## src/osc_pkg.sv

```systemverilog
package osc_pkg;

    // Oscillator pair chosen by the factory configuration straps.
    typedef enum logic [1:0] {
        CFG_EXT_CRYSTAL,
        CFG_EXT_RC,
        CFG_INT_RC,
        CFG_INT_RC_SLOW_XTAL
    } osc_cfg_e;

    localparam int ADDR_W = 4;
    localparam int DATA_W = 8;
    localparam int PORT_W = 8;

    localparam logic [ADDR_W-1:0] REG_CTRL   = 4'h0;
    localparam logic [ADDR_W-1:0] REG_PULLUP = 4'h1;
    localparam logic [ADDR_W-1:0] REG_STATUS = 4'h2;

    localparam int CTRL_SEL_BIT = 0;
    localparam int CTRL_LP_BIT  = 1;
    localparam logic [DATA_W-1:0] CTRL_MASK    = 8'h03;
    localparam logic [DATA_W-1:0] CTRL_RESET   = 8'h00;
    localparam logic [DATA_W-1:0] PULLUP_RESET = 8'h00;
    localparam logic [DATA_W-1:0] READ_IDLE    = 8'h00;

    localparam int ST_CFG_LSB  = 0;
    localparam int ST_FREQ_LSB = 2;
    localparam int ST_INT_SLOW_RC_OFF = 4;
    localparam int ST_FAST_ON  = 5;
    localparam int ST_SLOW_ON  = 6;
    localparam int ST_HALTED   = 7;

    localparam logic [1:0] FREQ_4MHZ  = 2'h0;
    localparam logic [1:0] FREQ_8MHZ  = 2'h1;
    localparam logic [1:0] FREQ_12MHZ = 2'h2;

    localparam int FAST_RC_4_HZ  = 4_000_000;
    localparam int FAST_RC_8_HZ  = 8_000_000;
    localparam int FAST_RC_12_HZ = 12_000_000;
    localparam int SLOW_XTAL_HZ  = 32768;
    localparam int SLOW_RC_HZ    = 13000;

    typedef struct packed {
        osc_cfg_e   cfg;
        logic [1:0] fast_rc_freq;
        logic       slow_rc_off;
    } straps_s;

    localparam straps_s STRAPS_RESET = '{CFG_EXT_CRYSTAL, FREQ_4MHZ, 1'b0};

    // Raw oscillator outputs coming from the analog cells.
    typedef struct packed {
        logic ext_fast_crystal;
        logic ext_rc_source;
        logic int_fast_rc;
        logic slow_crystal;
        logic int_slow_rc;
    } osc_lines_s;

    typedef struct packed {
        logic [ADDR_W-1:0] addr;
        logic [DATA_W-1:0] wdata;
        logic              wr;
        logic              rd;
    } reg_req_s;

endpackage

```

## src/oscillator_source_select.sv

```systemverilog
// Our own choices: the strobed register port and the address map.
`timescale 1ns/10ps
module oscillator_source_select
    import osc_pkg::*;
(
    input  wire logic                clk,
    input  wire logic                rst_b,
    input  wire reg_req_s            reg_req,
    output logic      [DATA_W-1:0]   rd_data,
    input  wire osc_lines_s          osc_lines,
    input  wire straps_s             straps,
    input  wire logic                halt_req,
    input  wire logic [PORT_W-1:0]   port_a_dir,
    output logic                     sys_clk_out,
    output logic                     wdt_clk_out,
    output logic                     timebase_clk_out,
    output logic                     ext_fast_crystal_en,
    output logic                     ext_rc_source_en,
    output logic                     int_fast_rc_en,
    output logic      [1:0]          int_fast_rc_freq,
    output logic                     int_slow_rc_en,
    output logic                     slow_crystal_en,
    output logic                     slow_crystal_low_power,
    output logic                     port_a_pin6_gpio,
    output logic                     port_a_pin5_gpio,
    output logic                     slow_xtal_pins_gpio,
    output logic      [PORT_W-1:0]   port_a_pullup_en
);

    localparam int SYNC_W = $bits(osc_lines_s) + $bits(straps_s);

    // Oscillator lines and straps come from outside this clock domain.
    logic [SYNC_W-1:0] sync1_reg;
    logic [SYNC_W-1:0] sync2_reg;
    osc_lines_s        osc_s;
    straps_s           straps_s_w;

    // These flops carry no reset on purpose: the chain must already hold
    // the straps when reset lets go, because the straps are captured at
    // the first edge after it.
    always_ff @(posedge clk) begin
        sync1_reg <= {osc_lines, straps};
        sync2_reg <= sync1_reg;
    end

    assign {osc_s, straps_s_w} = sync2_reg;

    // Straps are captured once, after reset has been released.
    logic    cfg_done_reg;
    straps_s straps_reg;

    always_ff @(posedge clk) begin
        if (!rst_b) begin
            cfg_done_reg <= 1'b0;
            straps_reg   <= STRAPS_RESET;
        end else if (!cfg_done_reg) begin
            cfg_done_reg <= 1'b1;
            straps_reg   <= straps_s_w;
        end
    end

    wire osc_cfg_e cfg_w     = straps_reg.cfg;
    wire is_xtal_w   = cfg_done_reg && cfg_w == CFG_EXT_CRYSTAL;
    wire is_erc_w    = cfg_done_reg && cfg_w == CFG_EXT_RC;
    wire is_int_fast_rc_w   = cfg_done_reg && cfg_w == CFG_INT_RC;
    wire paired_w    = cfg_done_reg && cfg_w == CFG_INT_RC_SLOW_XTAL;
    wire uses_int_fast_rc_w = is_int_fast_rc_w || paired_w;

    // Register file.
    logic [DATA_W-1:0] ctrl_reg;
    logic [DATA_W-1:0] ctrl_next;
    logic [DATA_W-1:0] pullup_reg;
    logic [DATA_W-1:0] pullup_next;
    logic [DATA_W-1:0] rd_next;
    logic [DATA_W-1:0] status_w;

    wire wr_ctrl_w   = reg_req.wr && reg_req.addr == REG_CTRL;
    wire wr_pullup_w = reg_req.wr && reg_req.addr == REG_PULLUP;

    assign ctrl_next   = wr_ctrl_w ? (reg_req.wdata & CTRL_MASK) : ctrl_reg;
    assign pullup_next = wr_pullup_w ? reg_req.wdata : pullup_reg;

    always_ff @(posedge clk) begin
        if (!rst_b) begin
            ctrl_reg   <= CTRL_RESET;
            pullup_reg <= PULLUP_RESET;
            rd_data    <= READ_IDLE;
        end else begin
            ctrl_reg   <= ctrl_next;
            pullup_reg <= pullup_next;
            rd_data    <= rd_next;
        end
    end

    // Select bit only counts in the paired configuration.
    wire want_slow_w = paired_w && ctrl_reg[CTRL_SEL_BIT];

    // Fast source follows the configuration choice.
    wire fast_src_w = is_xtal_w ? osc_s.ext_fast_crystal :
                      is_erc_w  ? osc_s.ext_rc_source :
                      osc_s.int_fast_rc;
    wire slow_src_w = osc_s.slow_crystal;

    // Glitch-free switch: a source is dropped only while its level is low
    // and the other is taken only once the first is dropped and the new
    // one is low, so no high phase is ever cut.
    logic fast_on_reg;
    logic slow_on_reg;
    logic fast_on_next;
    logic slow_on_next;
    logic run_reg;
    logic run_next;

    assign fast_on_next = cfg_done_reg && (want_slow_w ?
        (fast_on_reg && fast_src_w) :
        (fast_on_reg || (!slow_on_reg && !fast_src_w)));
    assign slow_on_next = want_slow_w ?
        (slow_on_reg || (!fast_on_reg && !slow_src_w)) :
        (slow_on_reg && slow_src_w);

    wire mux_w = (fast_on_reg && fast_src_w) || (slow_on_reg && slow_src_w);

    // Halt gate also moves only on a low level of the selected clock.
    // Limitation: an oscillator that stops while high keeps the gate shut
    // until it runs again, so the analog cells must come to rest low.
    // Waking is then delayed by at most one high phase of the source.
    assign run_next = mux_w ? run_reg : !halt_req;
    wire halted_w   = halt_req && !run_reg;

    logic sys_next;
    logic wdt_next;
    logic tb_next;

    assign sys_next = run_reg && mux_w;
    // The watchdog keeps its own clock through a halt; only when the slow
    // RC is strapped off does it fall back to the gated system clock.
    assign wdt_next = int_slow_rc_en ? osc_s.int_slow_rc : sys_next;
    assign tb_next  = paired_w ? slow_src_w : wdt_next;

    always_ff @(posedge clk) begin
        if (!rst_b) begin
            fast_on_reg      <= 1'b0;
            slow_on_reg      <= 1'b0;
            run_reg          <= 1'b0;
            sys_clk_out      <= 1'b0;
            wdt_clk_out      <= 1'b0;
            timebase_clk_out <= 1'b0;
        end else begin
            fast_on_reg      <= fast_on_next;
            slow_on_reg      <= slow_on_next;
            run_reg          <= run_next;
            sys_clk_out      <= sys_next;
            wdt_clk_out      <= wdt_next;
            timebase_clk_out <= tb_next;
        end
    end

    // Oscillator enables and pin sharing.
    wire fast_rc_stop_w = want_slow_w && !fast_on_reg;
    // Code 3 is unused and falls back to the slowest setting.
    wire [1:0] freq_w = (straps_reg.fast_rc_freq == FREQ_12MHZ ||
                         straps_reg.fast_rc_freq == FREQ_8MHZ) ?
                        straps_reg.fast_rc_freq : FREQ_4MHZ;

    always_ff @(posedge clk) begin
        if (!rst_b) begin
            ext_fast_crystal_en    <= 1'b0;
            ext_rc_source_en       <= 1'b0;
            int_fast_rc_en         <= 1'b0;
            int_fast_rc_freq       <= FREQ_4MHZ;
            int_slow_rc_en         <= 1'b0;
            slow_crystal_en        <= 1'b0;
            slow_crystal_low_power <= 1'b0;
            port_a_pin6_gpio       <= 1'b0;
            port_a_pin5_gpio       <= 1'b0;
            slow_xtal_pins_gpio    <= 1'b0;
        end else begin
            ext_fast_crystal_en    <= is_xtal_w && !halted_w;
            ext_rc_source_en       <= is_erc_w && !halted_w;
            int_fast_rc_en         <= uses_int_fast_rc_w && !halted_w &&
                                      !fast_rc_stop_w;
            int_fast_rc_freq       <= freq_w;
            int_slow_rc_en         <= cfg_done_reg &&
                                      !straps_reg.slow_rc_off;
            slow_crystal_en        <= paired_w;
            slow_crystal_low_power <= paired_w &&
                                      ctrl_reg[CTRL_LP_BIT];
            port_a_pin6_gpio       <= is_int_fast_rc_w;
            port_a_pin5_gpio       <= is_int_fast_rc_w || is_erc_w;
            slow_xtal_pins_gpio    <= cfg_done_reg && !paired_w;
        end
    end

    // Pull-ups act only on pins set as inputs.
    genvar i;
    generate
        for (i = 0; i < PORT_W; i++) begin : g_pull
            always_ff @(posedge clk) begin
                if (!rst_b) begin
                    port_a_pullup_en[i] <= 1'b0;
                end else begin
                    port_a_pullup_en[i] <= pullup_reg[i] &&
                                           port_a_dir[i];
                end
            end
        end
    endgenerate

    // Read path; unmapped addresses return zero.
    always_comb begin
        status_w = '0;
        status_w[ST_CFG_LSB +: 2]  = cfg_w;
        status_w[ST_FREQ_LSB +: 2] = freq_w;
        status_w[ST_INT_SLOW_RC_OFF]      = straps_reg.slow_rc_off;
        status_w[ST_FAST_ON]       = fast_on_reg;
        status_w[ST_SLOW_ON]       = slow_on_reg;
        status_w[ST_HALTED]        = !run_reg;
    end

    assign rd_next = !reg_req.rd                 ? READ_IDLE :
                     reg_req.addr == REG_CTRL    ? ctrl_reg :
                     reg_req.addr == REG_PULLUP  ? pullup_reg :
                     reg_req.addr == REG_STATUS  ? status_w : READ_IDLE;
endmodule // oscillator_source_select

```

## config.mk

```make
export PLATFORM = sky130hd
export DESIGN_NAME = oscillator_source_select
export DESIGN_NICKNAME = d
export VERILOG_FILES = /design/src/osc_pkg.sv /design/src/oscillator_source_select.sv
export SDC_FILE = /design/constraint.sdc
export NUM_CORES = 1
export LEC_CHECK = 0
export ABC_AREA = 0
export BUFFER_PORTS_ARGS = -buffer_cell sky130_fd_sc_hd__clkbuf_2
export CAP_MARGIN = 5
export CORE_ASPECT_RATIO = 1.1
export CORE_MARGIN = 4
export CORE_UTILIZATION = 53
export CTS_CLUSTER_DIAMETER = 30
export DETAILED_ROUTE_END_ITERATION = 16
export GPL_ROUTABILITY_DRIVEN = 1
export HOLD_SLACK_MARGIN = 0.15
export MAX_ROUTING_LAYER = met4
export PLACE_DENSITY_LB_ADDON = 0.3
export SYNTH_ARGS = -nofsm -noshare
export SYNTH_HDL_FRONTEND = slang
export SYNTH_SLANG_ARGS = --single-unit
```

## constraint.sdc

```tcl
create_clock -name clk -period 4.7 [get_ports clk]
set_clock_uncertainty 0.15 [all_clocks]
set_input_delay 0.47 -clock clk [delete_from_list [all_inputs] [get_ports clk]]
set_output_delay 0.47 -clock clk [all_outputs]
set_load 0.01 [all_outputs]
```

-- Yosys cells after proc, flatten, opt, wreduce, memory -nomap -nowiden
Cells that the tools add are included.
- bits in registers: 69
- input port bits: 35
- eq/ne operators: 7
- muxes and demuxes: 11
- bitwise operators: 1
- reduce and logical (&&, ||, !) cells: 50
- operators with widths (cell ; number):
    $logic_and A1 B1 Y1 ; 30
    $mux W8 ; 2
    $logic_not A1 Y1 ; 10
    $mux W1 ; 7
    $eq A2 B2 Y1 const B ; 3
    $logic_or A1 B1 Y1 ; 6
    $eq A2 B1 Y1 const B ; 2
    $eq A4 B1 Y1 const B ; 1
    $eq A4 B2 Y1 const B ; 1
    $logic_not A4 Y1 ; 1
    $mux W2 ; 2
    $logic_not A2 Y1 ; 1
    $reduce_and A2 Y1 ; 1
    $reduce_or A2 Y1 ; 1
    $not A1 Y1 ; 1

-- Longest topological paths before layout
Gate-level depths: netlist of run 1.
- word-level depth: 9
- mapped depth: 5

-- Least setup slack after synthesis of run 1
Ideal clock, no wire load.
- path kind: flip-flop to flip-flop
- start: register, netlist name cfg_w[0]
- end: register run_reg
- arrival: 1.359 ns
- required time: 4.480 ns
- path slack: 3.121 ns
- stages on the path, launching flop included: 6
- buffers on the path: 1
- period minus slack after synthesis: 1.579 ns
- path through: dfxtp_1 buf_6 mux2_4 and4_4 or3_1 a21oi_1
- longest elaborated chain between the ends: 6
- ends and longest elaborated chain (item ; RTL line ; RTL):
    $eq A2 B1 Y1 ; oscillator_source_select.sv:64 ; wire is_erc_w = cfg_done_reg && cfg_w == CFG_EXT_RC;
    $logic_and A1 B1 Y1 ; oscillator_source_select.sv:64 ;
    $mux W1 ; oscillator_source_select.sv:100 ; is_erc_w ? osc_s.ext_rc_source :
    $mux W1 * ; oscillator_source_select.sv:99 ; wire fast_src_w = is_xtal_w ? osc_s.ext_fast_crystal :
    $logic_and A1 B1 Y1 * ; oscillator_source_select.sv:121 ; wire mux_w = (fast_on_reg && fast_src_w) || (slow_on_reg && slow_src_w);
    $logic_or A1 B1 Y1 * ; oscillator_source_select.sv:121 ;
    end signal, assigned ; oscillator_source_select.sv:151 ; run_reg <= run_next;
    end, declared ; oscillator_source_select.sv:111 ; logic run_reg;
Every way passes the cells marked *; elsewhere a longest branch is shown, timed or not.
A chain may end at the register's enable or synchronous reset.

-- Worst setup path after layout of run 1
- start: register cfg_done_reg
- end: register run_reg
- longest elaborated chain between the ends: 5
- ends and longest elaborated chain (item ; RTL line ; RTL):
    start, declared ; oscillator_source_select.sv:49 ; logic cfg_done_reg;
    start signal, assigned ; oscillator_source_select.sv:54 ; cfg_done_reg <= 1'b0;
    start signal, assigned ; oscillator_source_select.sv:57 ; cfg_done_reg <= 1'b1;
    $logic_and A1 B1 Y1 ; oscillator_source_select.sv:64 ;
    $mux W1 ; oscillator_source_select.sv:100 ;
    $mux W1 * ; oscillator_source_select.sv:99 ;
    $logic_and A1 B1 Y1 * ; oscillator_source_select.sv:121 ;
    $logic_or A1 B1 Y1 * ; oscillator_source_select.sv:121 ;
Marks and branches as above.

==> run metrics, run 1 <==
status completed; yosys warns 0; All-Layer GR Usage 19.9%; IO Pins 65; Antenna Nets Post-Route 0; Final Worst Setup Slack 2.91 ns; antenna cells 0; CTS clk-pin slew, worst paths 0.07 ns; Die Width 68.1 um; first-pass GRT wire length 7130 um; final hold vios 0; placed inst area 0.00246 mm2; Fin Hold WS 0.176 ns; Site Rows 23; largest net degree at the start of global routing 24; Syn Std Cell Area 0.00210 mm2; Max Slew Vio Count 0; I/O Buffers 64; Area Growth Syn to Fin 33.8%; Final min period 1.79 ns; Synth cell types 29; Seq/Total Area, Yosys 65.6%; worst path cell trace nand2b_1 > a32o_1 > or3_1 > a21oi_1; routed len/inst 13.1 um; Fillers 279; Slew @ Worst Pin 0.701 ns; Max-cap violations 0; nature of the critical path endpoint flip-flop; CTS buffer count 9; pre-CTS setup slack 2.83 ns; Pleak 1.25 nW; Multi-input gate area 661 um2; Max Fclk 0.559 GHz; First-pass DRT Iterations 4; setup violators final 0; via count 1,667; slowest stage delay, CP 0.58 ns; Placer Congestion 0.919; Slew Limit Headroom 53.2%; HP Class flip-flop to flip-flop; GRT overflow 0; Nets 313; Critical Path RT 4.81 ns; crit path kind flip-flop to flip-flop; vias per cell 5.01; drt first-iter violations 104; Initial Util 56.3%; vias in the first global route 1,568; CTS Buffer Depth 2; RSZ-0062 raised after global routing no; syn nets 234; PD cells 451 mW/mm2; final period utilization 38.0%; Root Buffer Master clkbuf_8; post-detailed-routing wire length 4360 um; design area 0.00282 mm2; layout cells sized above 1 30.7%; CP max-delay cell dfxtp_1; Critical Path AT 1.90 ns; Crit Path Max Fanout 10; CTS tree done; Resized cells post-CTS 0; die span in y 74.1 um; CTS sink count 69; H-Tree Depth 3; FF/Latch Area 0.00138 mm2; startpoint types flip-flop; Avg Cell Area, Syn 10.6 um2; DP HPWL 2990 um; Fin Setup TNS 0 ns; Post-Syn Instances 199; # DRC 0; VDD IR-drop max 0.349 mV; final core occ 75.3%; Synth Register Bits 69; clk_lat worst skew 0.33 ns; core area 0.00374 mm2; die area 0.00504 mm2; antenna violations before repair 0
==> worst paths after layout <==
kind                startpoint           end  slack [ns]  depth (start not counted)
setup reg to reg  cfg_done_reg       run_reg        2.91                          4
setup / recovery  cfg_done_reg       run_reg        2.91                          4
hold reg to reg   sync1_reg[7]  sync2_reg[7]        0.18                          0
hold / removal    sync1_reg[7]  sync2_reg[7]        0.18                          0
==> metrics by stage <==
stage / total power [W] / std cells
4_1_cts: 0.00128 / 333
2_1_floorplan: 0.000656 / 199
6_report: 0.00127 / 333
5_1_grt: 0.00131 / 333
3_3_place_gp: 0.000683 / 307
3_5_place_dp: 0.000685 / 307
==> cell usage after synthesis, drive strengths merged <==
library cell	n	share of area [%]
a21o	1	0.36
a21oi	18	4.3
a22oi	4	1.4
a31oi	1	0.30
a32o	1	0.48
a32oi	2	0.83
and2	1	0.30
and3	8	2.4
and4	1	0.54
buf	3	1.0
clkbuf	4	0.71
dfxtp	69	66
inv	7	1.2
mux2	1	0.71
mux2i	5	2.4
nand2	17	3.0
nand2b	2	0.59
nand3	12	2.9
nor2	19	3.4
nor2b	2	0.59
nor3	9	2.1
nor4	1	0.30
nor4b	2	1.4
o21ai	4	0.95
o221a	2	1.1
or3	1	0.30
or4	1	0.36
xnor2	1	0.42
==> layer usage <==
layer  vias to the layer above  wire, um  GRT usage, %
met5                         -         0             -
met4                         0        88          8.61
met3                        11       354          7.40
met2                        61      2150          29.8
met1                       750      1760          23.8
li1                        845         -             -
==> cells by family (layout without fill, tap and decap cells) <==
family | count (synthesis) | count (layout) | share of synthesized area, %
AO/OA/AOI/OAI | 33 | 33 | 9.69
XOR/XNOR | 1 | 1 | 0.416
AND/OR/NAND/NOR | 76 | 76 | 18.2
flip-flops | 69 | 69 | 65.6
buffers and inverters | 14 | 98 | 2.97
multiplexers | 6 | 6 | 3.09
==> critical path: cells and delay by family (launching register included) <==
kind               cells  cell delay [ns]
and+or+nand+nor        2             0.51
DFF                    1             0.58
AOI/OAI and AO/OA      2             0.46
==> placed cells by master (no fill, tap or decap), types with 7 or more instances in the layout <==
cell type,count
and3_1,8
inv_1,7
nor2_1,19
dfxtp_1,69
clkbuf_8,11
nand2_1,17
dlygate4sd3_1,10
a21oi_1,18
nor3_1,9
clkbuf_2,64
nand3_1,12
==> timing repair <==
action	in CTS	in global routing
setup buffers	0	0
hold buffers	10	0
endpoints found under the hold margin	10	0
==> power by group <==
part	switching [W]	internal [W]
logic	0.0000319	0.0000311
clock network	0.000210	0.000382
registers	0.0000118	0.000604
total	0.000254	0.00102
==> layout make-up <==
cell class | count | share of cell area [%]
Timing Repair Buffer | 75 | 15.2
Sequential cell | 69 | 49.0
Clock buffer | 11 | 5.38
Tap cell | 50 | 2.22
Clock inverter | 5 | 3.78
Multi-Input combinational cell | 116 | 23.5
Inverter | 7 | 0.933
Note: power is estimated with default switching activity, not from simulation.
==> inputs of run 2 (changes only) <==
--- a/config.mk
+++ b/config.mk
@@ -10,7 +10,7 @@
 export CAP_MARGIN = 5
 export CORE_ASPECT_RATIO = 1.1
 export CORE_MARGIN = 4
-export CORE_UTILIZATION = 53
+export CORE_UTILIZATION = 49
 export CTS_CLUSTER_DIAMETER = 30
 export DETAILED_ROUTE_END_ITERATION = 16
 export GPL_ROUTABILITY_DRIVEN = 1
==> constraint.sdc (replaced) <==
create_clock -name clk -period 1.7 [get_ports clk]
set_clock_uncertainty 0.15 [all_clocks]
set_input_delay 0.17 -clock clk [delete_from_list [all_inputs] [get_ports clk]]
set_output_delay 0.17 -clock clk [all_outputs]
set_load 0.01 [all_outputs]
==> run 2 against run 1 <==
Effect of this change: the run now ends with setup timing left; core utilization up 3.8 points; count of clock-buffer cells in the layout is 2 higher; first-iteration DRC count rose by 66%; critical path depth increased by 2; critical endpoint is now pullup_reg[2]; largest cell class unchanged.
==> run metrics, run 2 (same netlist as run 1, synthesis figures left out) <==
status complete, but fails checks; failing checks setup timing; # DRC 0; Die Width 70.5 um; vias per cell 5.14; nature of the critical path endpoint flip-flop; Worst Hold Path Cells 0; drt first-iter violations 173; die area 0.00541 mm2; via count 1,939; core area 0.00405 mm2; Max-cap violations 0; routed len/inst 15.2 um; post-detailed-routing wire length 5730 um; I/O Buffers 64; Final Worst Setup Slack -0.0128 ns; Site Rows 24; crit path kind input port to flip-flop; Pleak 1.41 nW; Initial Util 51.9%; layout cells sized above 1 28.9%; Slew @ Worst Pin 0.339 ns; worst hold start sync1_reg[4]; commonest non-fill, non-tap cells in the layout dfxtp_1 (69), clkbuf_2 (63), dlygate4sd3_1 (44); Nets 355; PD cells 1070 mW/mm2; CTS sink count 69; antenna violations before repair 0; HP Class flip-flop to flip-flop; DP HPWL 3230 um; Slew Limit Headroom 77.2%; Root Buffer Master clkbuf_8; Inst Count DP 315; Final Power 0.00343 W; first-pass GRT wire length 9290 um; antenna cells 0; reg2reg start cfg_w[0]; CTS buffer count 9; Post-Layout Cell Count 377; Max Slew Vio Count 0; CTS Buffer Depth 2; GRT overflow 0; First-pass DRT Iterations 4; placed inst area 0.00251 mm2; final hold vios 0; CTS tree done; Final min period 1.71 ns; startpoint types input port; final core occ 79.1%; clk_lat worst skew 0.34 ns; Fillers 269; VDD IR-drop max 0.744 mV; setup violators final 1; H-Tree Depth 3; All-Layer GR Usage 22.9%; die span in y 76.7 um; design area 0.00321 mm2; IO Pins 65; capturing point of the worst reg2reg path run_reg; flop2flop setup slack 0.16 ns; CTS clk-pin slew, worst paths 0.08 ns; R2R cell count 4; largest net degree at the start of global routing 16; Placer Congestion 0.803; Critical Path RT 1.81 ns; commonest non-fill, non-tap cell in the layout dfxtp_1; Crit Path Max Fanout 12; Critical Path AT 1.82 ns; Area Growth Syn to Fin 52.3%; Max Fclk 0.584 GHz; final period utilization 101%; Antenna Nets Post-Route 0; vias in the first global route 1,990; Hold Path End sync2_reg[4]
==> run 2: cell count changes in the layout (fill, tap and decap cells not counted), sizes merged <==
cell	before	now
buf	1	10
bufinv	3	2
clkbuf	75	76
clkinv	1	0
dlygate4sd3	10	44
==> run 2: worst max-delay path by stage <==
stage,end,cells after the start,slack (ns),from
after global routing,rd_data[2],5,-0.03,reg_req[10]
after floorplan,run_reg,5,0.12,cfg_w[0]
after detailed placement,rd_data[2],4,0.18,reg_req[13]
after CTS,pullup_reg[4],6,0.05,reg_req[13]
after global placement,rd_data[2],4,0.19,reg_req[13]
final,pullup_reg[2],6,-0.01,reg_req[11]
==> run 2: critical path, stage by stage <==
cell and delay (ns):
clkbuf_2 0.14, nor4b_4 0.38, buf_4 0.26, nand3_1 0.10
dlygate4sd3_1 0.57, a21oi_1 0.19
==> run 2: report_power, final <==
group / total (W) / switching (W) / internal [W]
logic: 0.000256 / 0.000117 / 0.000139
registers: 0.00170 / 0.0000274 / 0.00167
clock network: 0.00148 / 0.000574 / 0.000908
==> run 2: cell type report <==
type	count	area [um2]	share of cell area, %
clock inverters	3	67.6	2.11
multi-input cells	116	676	21.1
clock buffers	13	159	4.96
well taps	52	65.1	2.03
inverters	7	26.3	0.820
repair buffers	117	831	25.9
flip-flops and latches	69	1380	43.1
==> run 2: stage by stage <==
step	hold slack (ns)	setup TNS, ns	worst slack (ns)
2_1_floorplan	0.0477	0	0.121
3_3_place_gp	0.122	0	0.194
3_5_place_dp	0.124	0	0.180
4_1_cts	0.157	0	0.0522
5_1_grt	0.192	-0.0831	-0.0252
6_report	0.177	-0.0128	-0.0128
==> run 2: routing by layer <==
metal  track usage [%]  part of all wire, %  vias up
met3              6.14                  7.3       11
li1                  -                    -      930
met5                 -                    0        -
met1              24.0                   37      908
met4              11.1                  2.1        0
met2              39.2                   54       90
==> run 2: what timing repair did <==
item,4_1_cts,5_1_grt
hold buffers,44,0
hold endpoints to repair,43,0
setup buffers,0,2
gates resized for setup,0,5
endpoints found under the setup margin,0,10
==> inputs of run 3 (changes only) <==
--- a/config.mk
+++ b/config.mk
@@ -17,6 +17,7 @@
 export HOLD_SLACK_MARGIN = 0.15
 export MAX_ROUTING_LAYER = met4
 export PLACE_DENSITY_LB_ADDON = 0.3
+export RECOVER_POWER = 100
 export SYNTH_ARGS = -nofsm -noshare
 export SYNTH_HDL_FRONTEND = slang
 export SYNTH_SLANG_ARGS = --single-unit
==> run 3 against run 2 <==
Effect of this change: the run still ends with setup timing left; non-clock buffer count did not move; hold slack about the same; sequential power about the same; final area down 1.8%; final cell count unchanged; wire length increased by 1.1%; largest cell class unchanged; highest routed layer unchanged.
==> run metrics, run 3 (same netlist as run 1, synthesis figures left out) <==
post-detailed-routing wire length 5790 um; Critical Path AT 1.82 ns; Site Rows 24; Slew Limit Headroom 69.5%; Final Worst Setup Slack -0.0194 ns; placed inst area 0.00251 mm2; commonest non-fill, non-tap cell in the layout dfxtp_1; Max Slew Vio Count 0; largest net degree at the start of global routing 16; GRT overflow 0; H-Tree Depth 3; I/O Buffers 64; CTS tree done; Die Width 70.5 um; HP Class flip-flop to flip-flop; CTS Buffer Depth 2; final period utilization 101%; Fillers 295; DP HPWL 3230 um; Final min period 1.72 ns; Nets 355; Post-Layout Cell Count 377; CTS clk-pin slew, worst paths 0.08 ns; via count 1,940; CP max-delay cell dlygate4sd3_1; final hold vios 0; CTS buffer count 9; Critical Path RT 1.81 ns; design area 0.00315 mm2; VDD IR-drop max 0.744 mV; Max-cap violations 0; routed len/inst 15.4 um; Final Power 0.00343 W; Crit Path Max Fanout 12; setup violators final 1; Antenna Nets Post-Route 0; First-pass DRT Iterations 4; CTS sink count 69; Fin Hold WS 0.177 ns; slowest stage delay, CP 0.57 ns; core area 0.00405 mm2; Root Buffer Master clkbuf_8; status complete, but fails checks; commonest non-fill, non-tap cells in the layout dfxtp_1 (69), dlygate4sd3_1 (44), clkbuf_1 (35); Placer Congestion 0.803; drt first-iter violations 149; flop2flop setup slack 0.09 ns; startpoint types input port; crit path kind input port to flip-flop; Pleak 1.29 nW; PD cells 1090 mW/mm2; die span in y 76.7 um; failing checks setup timing; layout cells sized above 1 18.2%; pre-CTS setup slack 0.180 ns; clk_lat worst skew 0.34 ns; vias per cell 5.15; All-Layer GR Usage 22.9%; Initial Util 51.9%; vias in the first global route 1,990; Max Fclk 0.582 GHz; first-pass GRT wire length 9290 um; antenna violations before repair 0; die area 0.00541 mm2; Slew @ Worst Pin 0.458 ns; Area Growth Syn to Fin 49.6%; IO Pins 65; antenna cells 0; nature of the critical path endpoint flip-flop; worst path cell trace clkbuf_2 > nor4b_4 > buf_4 > nand3_1 > dlygate4sd3_1 > a21oi_1; # DRC 0; Inst Count DP 315
[run 3: changes by cell type in the layout (fill, tap and decap cells not counted), sizes merged]
| cell | delta |
|---|---|
| clkbuf | +4 |
| buf | -4 |
[run 3: path summary, 6_finish.rpt]
check / cells after the start / from / to
worst max-delay path: 6 / reg_req[11] / pullup_reg[2]
worst min-delay path: 0 / sync1_reg[4] / sync2_reg[4]
worst min register to register: 0 / sync1_reg[4] / sync2_reg[4]
worst max register to register: 4 / cfg_w[0] / run_reg
[run 3: power breakdown]
part           total (W)  switching (W)  leakage (nW)  internal, W
logic           0.000248       0.000117         0.609     0.000130
clock network    0.00148       0.000575         0.110     0.000908
registers        0.00170      0.0000269         0.567      0.00167
total            0.00343       0.000719          1.29      0.00271
[run 3: per-layer routing]
layer / global-route usage, % / part of all wire, % / up-vias
li1: - / - / 927
met1: 24.0 / 38 / 927
met2: 39.2 / 54 / 72
met3: 6.14 / 6.0 / 14
met4: 11.1 / 2.1 / 0
met5: - / 0 / -
[run 3: stage by stage]
stage / utilization, % / setup TNS, ns
2_1_floorplan: - / 0
3_3_place_gp: 61.8 / 0
3_5_place_dp: 61.8 / 0
4_1_cts: 78.3 / 0
5_1_grt: 77.7 / -0.0836
6_report: 77.7 / -0.0194
[run 3: timing repair]
action / CTS / global route
endpoints found under the hold margin: 43 / 0
gates resized for setup: 0 / 5
hold buffers: 44 / 0
endpoints found under the setup margin: 0 / 10
buffers inserted: 0 / 2
[run 3: layout make-up]
cell class              instances  area (um2)  area share [%]
clock buffers                  13         159            5.05
clock inverters                 3        67.6            2.15
inverters                       7        26.3           0.835
multi-input cells             116         669            21.3
flip-flops and latches         69        1380            43.9
well taps                      52        65.1            2.07
repair buffers                117         779            24.8
[run 3: worst max-delay path, delay by kind of cell]
family | cells | cell delay, ns
buf+inv | 3 | 0.98
simple gates | 2 | 0.49
compound gates | 1 | 0.19
